$ cat src/rtl/bda_pkg.sv
// bda_pkg: constants and carrier types for the banked data address select block
// assumes: included before any module of the block; nothing is imported from it
package bda_pkg;
    localparam int          ADDR_W         = 12;             // data address width
    localparam int          OFFS_W         = 8;              // in-bank offset width
    localparam int          BANK_W         = 4;              // bank number width
    localparam int          NUM_BANKS      = 16;             // banks in data space
    localparam logic [7:0]  ACC_LOW_LAST   = 8'h5F;          // last access-ram-low offset
    localparam logic [3:0]  ACC_LOW_BANK   = 4'h0;           // bank holding access ram low
    localparam logic [3:0]  ACC_HIGH_BANK  = 4'hF;           // bank holding special regs
    localparam logic [7:0]  BANK_SEL_RESET = 8'h00;          // bank select value after reset
    localparam logic [7:0]  BANK_SEL_MASK  = 8'h0F;          // implemented bank select bits
    localparam logic [15:0] IMPL_BANKS     = 16'hFFFF;       // default implemented-bank map

    // operation requested by the core for one data access
    typedef enum logic [1:0] {
        BDA_OP_DIRECT,                                       // banked / access direct access
        BDA_OP_FILE_MOVE,                                    // full 12-bit source/destination
        BDA_OP_LIT_BANK,                                     // load bank select from literal
        BDA_OP_NONE
    } bda_op_t;

    // one access request from decode
    typedef struct packed {
        bda_op_t     op;                                     // operation kind
        logic        acc_sel_n;                              // 0 forces the access bank
        logic [7:0]  offset;                                 // in-bank offset / literal
        logic [11:0] src_full;                               // file move source address
        logic [11:0] dst_full;                               // file move destination address
        logic        rd;                                     // read requested
        logic        wr;                                     // write requested
    } bda_req_t;

    // resolved access toward the data memory
    typedef struct packed {
        logic [11:0] rd_addr;                                // read address
        logic [11:0] wr_addr;                                // write address
        logic        rd_en;                                  // read strobe to memory
        logic        wr_en;                                  // write strobe to memory
        logic        rd_zero;                                // read hits unimplemented bank
    } bda_mem_t;
endpackage

$ cat src/rtl/bda_map.sv
// bda_map: maps an 8-bit direct operand to a 12-bit data address
// assumes: purely combinational, instantiated once in the select block and shared by read and write
`timescale 1ns/1ps
`default_nettype none
module bda_map (
    input  wire logic       i_acc_sel_n,                     // 0 forces the access bank
    input  wire logic [3:0] i_bank,                          // bank select low bits
    input  wire logic [7:0] i_offset,                        // in-bank offset
    output logic      [11:0] o_addr                          // resolved data address
);
    // access bank joins low bank 0 and high bank 15 contiguously
    always_comb begin
        if (!i_acc_sel_n) begin
            if (i_offset <= bda_pkg::ACC_LOW_LAST)
                o_addr = {bda_pkg::ACC_LOW_BANK, i_offset};
            else
                o_addr = {bda_pkg::ACC_HIGH_BANK, i_offset};
        end else begin
            o_addr = {i_bank, i_offset};
        end
    end
endmodule
`default_nettype wire

$ cat src/rtl/bda_select.sv
// bda_select: direct-address formation and bank select register for the data space
// assumes: core decode presents one request per cycle; data memory sits outside
`timescale 1ns/1ps
`default_nettype none
module bda_select #(
    parameter logic [15:0] IMPL_BANKS = bda_pkg::IMPL_BANKS  // one bit per implemented bank
) (
    input  wire logic             i_mclk,                    // core clock
    input  wire logic             i_rstn,                    // synchronous reset, active low
    input  wire bda_pkg::bda_req_t i_req,                    // request from decode
    input  wire logic             i_bsel_wr,                 // direct write of bank select
    input  wire logic [7:0]       i_bsel_wdata,              // bank select write data
    input  wire logic [7:0]       i_mem_rdata,               // read data from data memory
    output bda_pkg::bda_mem_t     o_mem,                     // registered memory access
    output logic [7:0]            o_rdata,                   // read data after zero gating
    output logic                  o_flags_upd,               // status flags may update
    output logic [7:0]            o_bank_select_reg          // bank select read value
);
    // bank select state and its next value
    logic [7:0]  bank_select_r;                              // implemented low nibble held
    logic [7:0]  bank_select_nxt;                            // next bank select value

    // direct operand resolved through the access-bank map
    logic [11:0] dir_addr;                                   // banked or access address

    // request kind decode
    logic        op_direct;                                  // direct banked or access access
    logic        op_lit;                                     // literal load of bank select
    logic        req_any;                                    // direct read or write present

    // implemented-bank lookups, one per address that can reach memory
    logic        dir_impl;                                   // direct target bank exists
    logic        src_impl;                                   // move source bank exists
    logic        dst_impl;                                   // move destination bank exists

    // memory access and status pulse next values
    logic [11:0] rd_addr_nxt;                                // next read address
    logic [11:0] wr_addr_nxt;                                // next write address
    logic        rd_en_nxt;                                  // next read strobe
    logic        wr_en_nxt;                                  // next write strobe
    logic        rd_zero_nxt;                                // next absent-bank read marker
    logic        flags_upd_nxt;                              // next status-update pulse

    // read return pipeline and bank select view
    logic        rd_absent_r;                                // absent-bank read, zero due
    logic        rd_live_r;                                  // real read, memory data due
    logic [7:0]  rdata_nxt;                                  // next read result
    logic [7:0]  bsel_view_nxt;                              // next bank select read view

    // operand to address map shared by the banked and access paths
    bda_map u_map (
        .i_acc_sel_n (i_req.acc_sel_n),
        .i_bank      (bank_select_r[3:0]),
        .i_offset    (i_req.offset),
        .o_addr      (dir_addr)
    );

    // request kind decode
    always_comb begin
        op_direct = (i_req.op == bda_pkg::BDA_OP_DIRECT);
        op_lit    = (i_req.op == bda_pkg::BDA_OP_LIT_BANK);
        req_any   = op_direct & (i_req.rd | i_req.wr);
    end

    // implemented-bank lookups: the upper nibble of an address picks one map bit
    always_comb begin
        dir_impl = IMPL_BANKS[dir_addr[11:8]];
        src_impl = IMPL_BANKS[i_req.src_full[11:8]];
        dst_impl = IMPL_BANKS[i_req.dst_full[11:8]];
    end

    // bank select next value: a literal load wins over a direct register write
    always_comb begin
        bank_select_nxt = bank_select_r;
        if (op_lit) begin
            bank_select_nxt = i_req.offset & bda_pkg::BANK_SEL_MASK;
        end else if (i_bsel_wr) begin
            bank_select_nxt = i_bsel_wdata & bda_pkg::BANK_SEL_MASK;
        end
    end

    // bank select register
    always_ff @(posedge i_mclk) begin
        if (!i_rstn) begin
            bank_select_r <= bda_pkg::BANK_SEL_RESET;
        end else begin
            bank_select_r <= bank_select_nxt;
        end
    end

    // next addresses: held between requests so memory sees a steady bus
    always_comb begin
        rd_addr_nxt = o_mem.rd_addr;
        wr_addr_nxt = o_mem.wr_addr;
        unique case (i_req.op)
            bda_pkg::BDA_OP_DIRECT: begin
                rd_addr_nxt = dir_addr;
                wr_addr_nxt = dir_addr;
            end
            bda_pkg::BDA_OP_FILE_MOVE: begin
                rd_addr_nxt = i_req.src_full;
                wr_addr_nxt = i_req.dst_full;
            end
            bda_pkg::BDA_OP_LIT_BANK: begin
                rd_addr_nxt = o_mem.rd_addr;                 // no data access
            end
            bda_pkg::BDA_OP_NONE: begin
                rd_addr_nxt = o_mem.rd_addr;                 // idle cycle
            end
        endcase
    end

    // next strobes: one-cycle pulses, only toward a bank that is implemented
    always_comb begin
        rd_en_nxt   = 1'b0;
        wr_en_nxt   = 1'b0;
        rd_zero_nxt = 1'b0;
        unique case (i_req.op)
            bda_pkg::BDA_OP_DIRECT: begin
                rd_en_nxt   = i_req.rd & dir_impl;
                wr_en_nxt   = i_req.wr & dir_impl;
                rd_zero_nxt = i_req.rd & ~dir_impl;
            end
            bda_pkg::BDA_OP_FILE_MOVE: begin
                rd_en_nxt   = i_req.rd & src_impl;
                wr_en_nxt   = i_req.wr & dst_impl;
                rd_zero_nxt = i_req.rd & ~src_impl;
            end
            bda_pkg::BDA_OP_LIT_BANK: begin
                rd_en_nxt   = 1'b0;                          // no data access
            end
            bda_pkg::BDA_OP_NONE: begin
                rd_en_nxt   = 1'b0;                          // idle cycle
            end
        endcase
    end

    // memory access register; every output leaves straight from a flip-flop
    always_ff @(posedge i_mclk) begin
        if (!i_rstn) begin
            o_mem <= '0;
        end else begin
            o_mem.rd_addr <= rd_addr_nxt;
            o_mem.wr_addr <= wr_addr_nxt;
            o_mem.rd_en   <= rd_en_nxt;
            o_mem.wr_en   <= wr_en_nxt;
            o_mem.rd_zero <= rd_zero_nxt;
        end
    end

    // status-update pulse: a direct access updates flags even toward an absent bank
    always_comb begin
        flags_upd_nxt = req_any;
    end

    // status-update pulse register
    always_ff @(posedge i_mclk) begin
        if (!i_rstn) begin
            o_flags_upd <= 1'b0;
        end else begin
            o_flags_upd <= flags_upd_nxt;
        end
    end

    // absent-bank read marker: memory is never read, so the result is forced to zero
    always_ff @(posedge i_mclk) begin
        if (!i_rstn) begin
            rd_absent_r <= 1'b0;
        end else begin
            rd_absent_r <= o_mem.rd_zero;
        end
    end

    // live read marker: memory answers one edge after the strobe
    always_ff @(posedge i_mclk) begin
        if (!i_rstn) begin
            rd_live_r <= 1'b0;
        end else begin
            rd_live_r <= o_mem.rd_en;
        end
    end

    // next read result: zero for an absent bank, memory data for a live read, else hold
    always_comb begin
        rdata_nxt = o_rdata;
        if (rd_absent_r) begin
            rdata_nxt = 8'h00;
        end else if (rd_live_r) begin
            rdata_nxt = i_mem_rdata;
        end
    end

    // read result register
    always_ff @(posedge i_mclk) begin
        if (!i_rstn) begin
            o_rdata <= 8'h00;
        end else begin
            o_rdata <= rdata_nxt;
        end
    end

    // bank select read view next value: upper nibble always reads zero
    always_comb begin
        bsel_view_nxt = bank_select_r & bda_pkg::BANK_SEL_MASK;
    end

    // bank select read view register
    always_ff @(posedge i_mclk) begin
        if (!i_rstn) begin
            o_bank_select_reg <= bda_pkg::BANK_SEL_RESET;
        end else begin
            o_bank_select_reg <= bsel_view_nxt;
        end
    end
endmodule
`default_nettype wire

$ cat config.mk
export PLATFORM = sky130hd
export DESIGN_NAME = bda_select
export DESIGN_NICKNAME = d
export VERILOG_FILES = /design/src/rtl/bda_pkg.sv /design/src/rtl/bda_map.sv /design/src/rtl/bda_select.sv
export SDC_FILE = /design/constraint.sdc
export NUM_CORES = 1
export LEC_CHECK = 0
export ABC_AREA = 1
export BUFFER_PORTS_ARGS = -buffer_cell sky130_fd_sc_hd__buf_4
export CAP_MARGIN = 20
export CORE_MARGIN = 2
export CORE_UTILIZATION = 30
export DETAILED_ROUTE_END_ITERATION = 10
export PLACE_DENSITY = 0.71
export SYNTH_ARGS = -nofsm -noshare
export SYNTH_HDL_FRONTEND = slang
export SYNTH_SLANG_ARGS = --single-unit
$ cat constraint.sdc
create_clock -name i_mclk -period 0.8 [get_ports i_mclk]
set_input_delay 0.08 -clock i_mclk [delete_from_list [all_inputs] [get_ports i_mclk]]
set_output_delay 0.08 -clock i_mclk [all_outputs]
set_load 0.05 [all_outputs]
==> impl_results.html <==
<table>
<tr><th>Metric</th><th>Value</th></tr>
<tr><th colspan="2">Run status</th></tr>
<tr><td>Run status</td><td>complete, but fails checks</td></tr>
<tr><td>Violations in the final reports</td><td>setup timing</td></tr>
<tr><th colspan="2">Timing</th></tr>
<tr><td>Final critical-path setup slack</td><td>-0.0766 ns</td></tr>
<tr><td>Final setup violation count</td><td>39</td></tr>
<tr><td>Number of endpoints with negative hold slack in the final report</td><td>0</td></tr>
<tr><td>Post-Route Skew</td><td>0.00549 ns</td></tr>
<tr><td>Highest Clock Rate</td><td>roughly 1.1 GHz</td></tr>
<tr><td>Slew Viols, Final</td><td>0</td></tr>
<tr><td>Final min period</td><td>~0.88 ns</td></tr>
<tr><td>Setup repair after global routing missed its margin</td><td>yes</td></tr>
<tr><td>Final Cycle Share</td><td>110%</td></tr>
<tr><th colspan="2">Drt</th></tr>
<tr><td>Routed vias/inst</td><td>~4.7</td></tr>
<tr><td>Average wire per cell in the routed design</td><td>approximately 13 microns</td></tr>
<tr><td>DRT Pass-1 Iters</td><td>4</td></tr>
<tr><td>Iteration-0 DRC count of the detailed router</td><td>77</td></tr>
<tr><td>DRC violations left</td><td>0</td></tr>
<tr><td>Final WL</td><td>approximately 5200 microns</td></tr>
<tr><td>Total via count after detailed routing</td><td>1,871</td></tr>
<tr><td>Post-DRT Antenna Nets</td><td>0</td></tr>
<tr><th colspan="2">Global routing</th></tr>
<tr><td>Vias in the first global route</td><td>between 1,500 and 2,000</td></tr>
<tr><td>Maximum number of pins on one net before global-route repair</td><td>18</td></tr>
<tr><td>Most used routing layer in global routing</td><td>met2</td></tr>
<tr><td>Global-route met1 utilization</td><td>between 10% and 20%</td></tr>
<tr><td>Global-route wire length before repair</td><td>8070 microns</td></tr>
<tr><td>Residual overflow from global routing</td><td>0</td></tr>
<tr><td>Met2 capacity usage during global routing</td><td>27.3%</td></tr>
<tr><td>Total track usage</td><td>approximately 16%</td></tr>
<tr><td>Met3 global-route usage</td><td>~4.9%</td></tr>
<tr><td>Antenna violations before repair</td><td>0</td></tr>
<tr><th colspan="2">Floorplanning</th></tr>
<tr><td>Overall die area</td><td>around 0.0065 sq mm</td></tr>
<tr><td>Width of the chip</td><td>~80 microns</td></tr>
<tr><td>Die span in y</td><td>between 80 and 90 microns</td></tr>
<tr><td>Area of the core region</td><td>0.00561 sq mm</td></tr>
<tr><td>I/O Pins</td><td>100</td></tr>
<tr><td>Starting Density</td><td>between 30% and 40%</td></tr>
<tr><td>Rows</td><td>27</td></tr>
<tr><th colspan="2">Clocking</th></tr>
<tr><td>Worst-case clock buffer depth</td><td>2</td></tr>
<tr><td>Worst-path clk slew</td><td>~0.09 ns</td></tr>
<tr><td>Cell chosen for the clock root</td><td>sky130_fd_sc_hd__clkbuf_8</td></tr>
<tr><td>CTS H-tree depth</td><td>2</td></tr>
<tr><td>Clock latency on the worst-skew pair</td><td>around 0.29 ns</td></tr>
<tr><td>TritonCTS Sinks</td><td>44</td></tr>
<tr><td>Clock tree from TritonCTS</td><td>built</td></tr>
<tr><td>Total clock buffers created by CTS</td><td>5</td></tr>
<tr><th colspan="2">Logic synthesis</th></tr>
<tr><td>Number of synthesized register bits</td><td>44</td></tr>
<tr><td>Register area share after synthesis</td><td>between 40% and 50%</td></tr>
<tr><td>Yosys top cell by area</td><td>sky130_fd_sc_hd__dfxtp_1</td></tr>
<tr><td>Top flip-flop cell by instance count after synthesis</td><td>sky130_fd_sc_hd__dfxtp_1</td></tr>
<tr><td>Cell count after synthesis</td><td>230</td></tr>
<tr><td>Most common cell in the netlist</td><td>sky130_fd_sc_hd__a21oi_1</td></tr>
<tr><td>Share of the synthesized area in the top cell type</td><td>a little under 50%</td></tr>
<tr><td>Count of flip-flops with a built-in enable after synthesis</td><td>0</td></tr>
<tr><td>Yosys synthesis warning count</td><td>0</td></tr>
<tr><td>Synthesized area</td><td>0.00177 sq mm</td></tr>
<tr><td>Top cell types by occurrence after synthesis</td><td>sky130_fd_sc_hd__a21oi_1, sky130_fd_sc_hd__dfxtp_1, sky130_fd_sc_hd__nand2_1</td></tr>
<tr><td>Share of synthesized registers carrying an async set or reset</td><td>0%</td></tr>
<tr><td>Distinct cell type count of the synthesized netlist</td><td>16</td></tr>
<tr><td>Synth top area cells</td><td>sky130_fd_sc_hd__dfxtp_1, sky130_fd_sc_hd__a21oi_1, sky130_fd_sc_hd__nand2_1</td></tr>
<tr><td>Average cell area after synthesis</td><td>7.71 sq um</td></tr>
<tr><th colspan="2">Power and ir drop</th></tr>
<tr><td>Overall power after layout</td><td>between 6 and 7 mW</td></tr>
<tr><td>Switching power</td><td>1.71 mW</td></tr>
<tr><td>Maximum vdd drop</td><td>around 0.90 mV</td></tr>
<tr><td>Gate power share</td><td>a little under a quarter</td></tr>
<tr><td>Static Leakage</td><td>approximately 1.5 nW</td></tr>
<tr><td>Fraction of power spent switching nets</td><td>between 20% and 30%</td></tr>
<tr><td>Part of the power in the clock network</td><td>roughly 37%</td></tr>
<tr><td>Power Dens Cells</td><td>between 2000 and 2500 mW/mm^2</td></tr>
<tr><td>Power Internal</td><td>between 4 and 5 mW</td></tr>
<tr><td>Sequential fraction of design power</td><td>between 30% and 40%</td></tr>
<tr><th colspan="2">Critical path</th></tr>
<tr><td>Critical Path Sink Type</td><td>primary output</td></tr>
<tr><td>Largest delay contributor family on the critical path</td><td>flip-flops</td></tr>
<tr><td>Nature of the critical path startpoint</td><td>flip-flop</td></tr>
<tr><td>Crit path buf inv count</td><td>1</td></tr>
<tr><td>Slowest cell on crit path</td><td>sky130_fd_sc_hd__dfxtp_2</td></tr>
<tr><td>Worst-path cell chain</td><td>buf_8</td></tr>
<tr><td>Data arrival time at the worst-slack endpoint</td><td>0.80 ns</td></tr>
<tr><td>Setup slack of the most critical reg-to-reg path</td><td>approximately 0.03 ns</td></tr>
<tr><td>Crit Path Class</td><td>reg -&gt; out</td></tr>
<tr><td>Highest cell delay on the worst timing path</td><td>between 0.3 and 0.4 ns</td></tr>
<tr><td>Required time of the worst setup path</td><td>between 0.7 and 0.8 ns</td></tr>
<tr><td>Maximum fanout count along the critical path</td><td>2</td></tr>
<tr><th colspan="2">Final layout</th></tr>
<tr><td>Fraction of layout instances using a drive strength above 1</td><td>between 50 and 60%</td></tr>
<tr><td>Area delta synth-&gt;final</td><td>72.1%</td></tr>
<tr><td>Final net count</td><td>around 380</td></tr>
<tr><td>Number of antenna cells inserted</td><td>0</td></tr>
<tr><td>Register with the most flip-flops</td><td>o_mem</td></tr>
<tr><td>Max FFs per register</td><td>26</td></tr>
<tr><td>Fillers</td><td>535</td></tr>
<tr><td>Non-Filler Cell Area, Final</td><td>0.00305 sq mm</td></tr>
<tr><td>Largest registers in the final layout</td><td>o_mem (26), o_rdata (8)</td></tr>
<tr><th colspan="2">Worst hold path</th></tr>
<tr><td>Hold crit path type</td><td>in -&gt; reg</td></tr>
<tr><th colspan="2">Placement</th></tr>
<tr><td>Hpwl dp</td><td>3890 microns</td></tr>
<tr><td>Number of I/O port buffers</td><td>90</td></tr>
<tr><td>Pre-CTS setup slack</td><td>-0.0911 ns</td></tr>
<tr><td>Standard cell area after detailed placement</td><td>between 0.002 and 0.003 sq mm</td></tr>
<tr><td>Final weighted congestion in routability-driven placement</td><td>slightly below 0.8</td></tr>
<tr><th colspan="2">Flow run</th></tr>
<tr><td>Total of max-cap violations</td><td>0</td></tr>
</table>
==> repair_timing <==
item / CTS / global route
buffers inserted: 4 / 0
pin swaps: 0 / 1
resized for setup: 69 / 19
hold buffers: 0 / 0
endpoints found under the setup margin: 47 / 49
==> final timing paths <==
check / startpoint / to / cells past startpoint
hold / removal: i_mem_rdata[5] / o_rdata[5] / 3
setup reg to reg: o_rdata[7] / o_rdata[7] / 3
hold reg to reg: bank_select_r[0] / o_bank_select_reg[0] / 2
setup / recovery: o_mem[21] / o_mem[21] / 1
==> power groups by stage <==
stage | Combinational [mW] | Sequential [mW] | Clock [mW]
final | 1.49 | 2.46 | 2.31
after CTS | 1.46 | 2.46 | 2.36
after detailed placement | 1.31 | 2.47 | 0
after floorplan | 0.395 | 2.89 | 0
after global placement | 1.29 | 2.47 | 0
after global routing | 1.59 | 2.48 | 2.45
==> routing by layer <==
layer | share of wire (%) | vias to the layer above
li1 | - | 938
met2 | 50 | 70
met4 | 0.84 | 0
met1 | 42 | 859
met5 | 0 | -
met3 | 7.2 | 4
==> tightest hold or removal path: cells and delay by family <==
| kind | cells | cell delay [ns] |
|---|---|---|
| simple gates | 2 | 0.11 |
| buf+inv | 1 | 0.08 |
==> stage by stage <==
step	hold WS (ns)	setup TNS, ns	utilization (%)	instances
CTS	0.0000690	-2.85	53.4	401
global placement	0.302	-0.397	45.8	389
global route	0.00725	-3.73	54.4	401
finish	0.0142	-2.39	54.4	401
floorplan	0.196	0	-	234
detailed placement	0.308	-0.668	45.8	389
==> cell families (layout without fill, tap and decap cells) <==
family                 count (synthesis)  after routing  share of synthesized area, %
other                                  1              5                         0.212
AND/OR/NAND/NOR                       72             72                          16.9
AO/OA/AOI/OAI                         84             84                          23.7
flip-flops                            44             44                          49.7
buffers and inverters                 29            124                          9.46
==> cell usage in the layout, fill, tap and decap left out, drive strengths merged <==
cell	synthesis	routed
nor2	22	22
buf	17	105
conb	1	5
inv	11	11
o21ai	36	36
clkbuf	1	5
a21oi	48	48
dfxtp	44	44
bufinv	0	3
nand2	50	50
==> final cells by class <==
class | instances | area [sq um] | area share [%]
tap | 72 | 90.1 | 2.95
clock buffer | 5 | 68.8 | 2.26
clock inverter | 3 | 90.1 | 2.95
inverter | 11 | 46.3 | 1.52
multi-input combinational | 161 | 753 | 24.7
timing repair buffer | 105 | 1070 | 35.0
sequential | 44 | 936 | 30.7
Note: power is estimated with default switching activity, not from simulation.
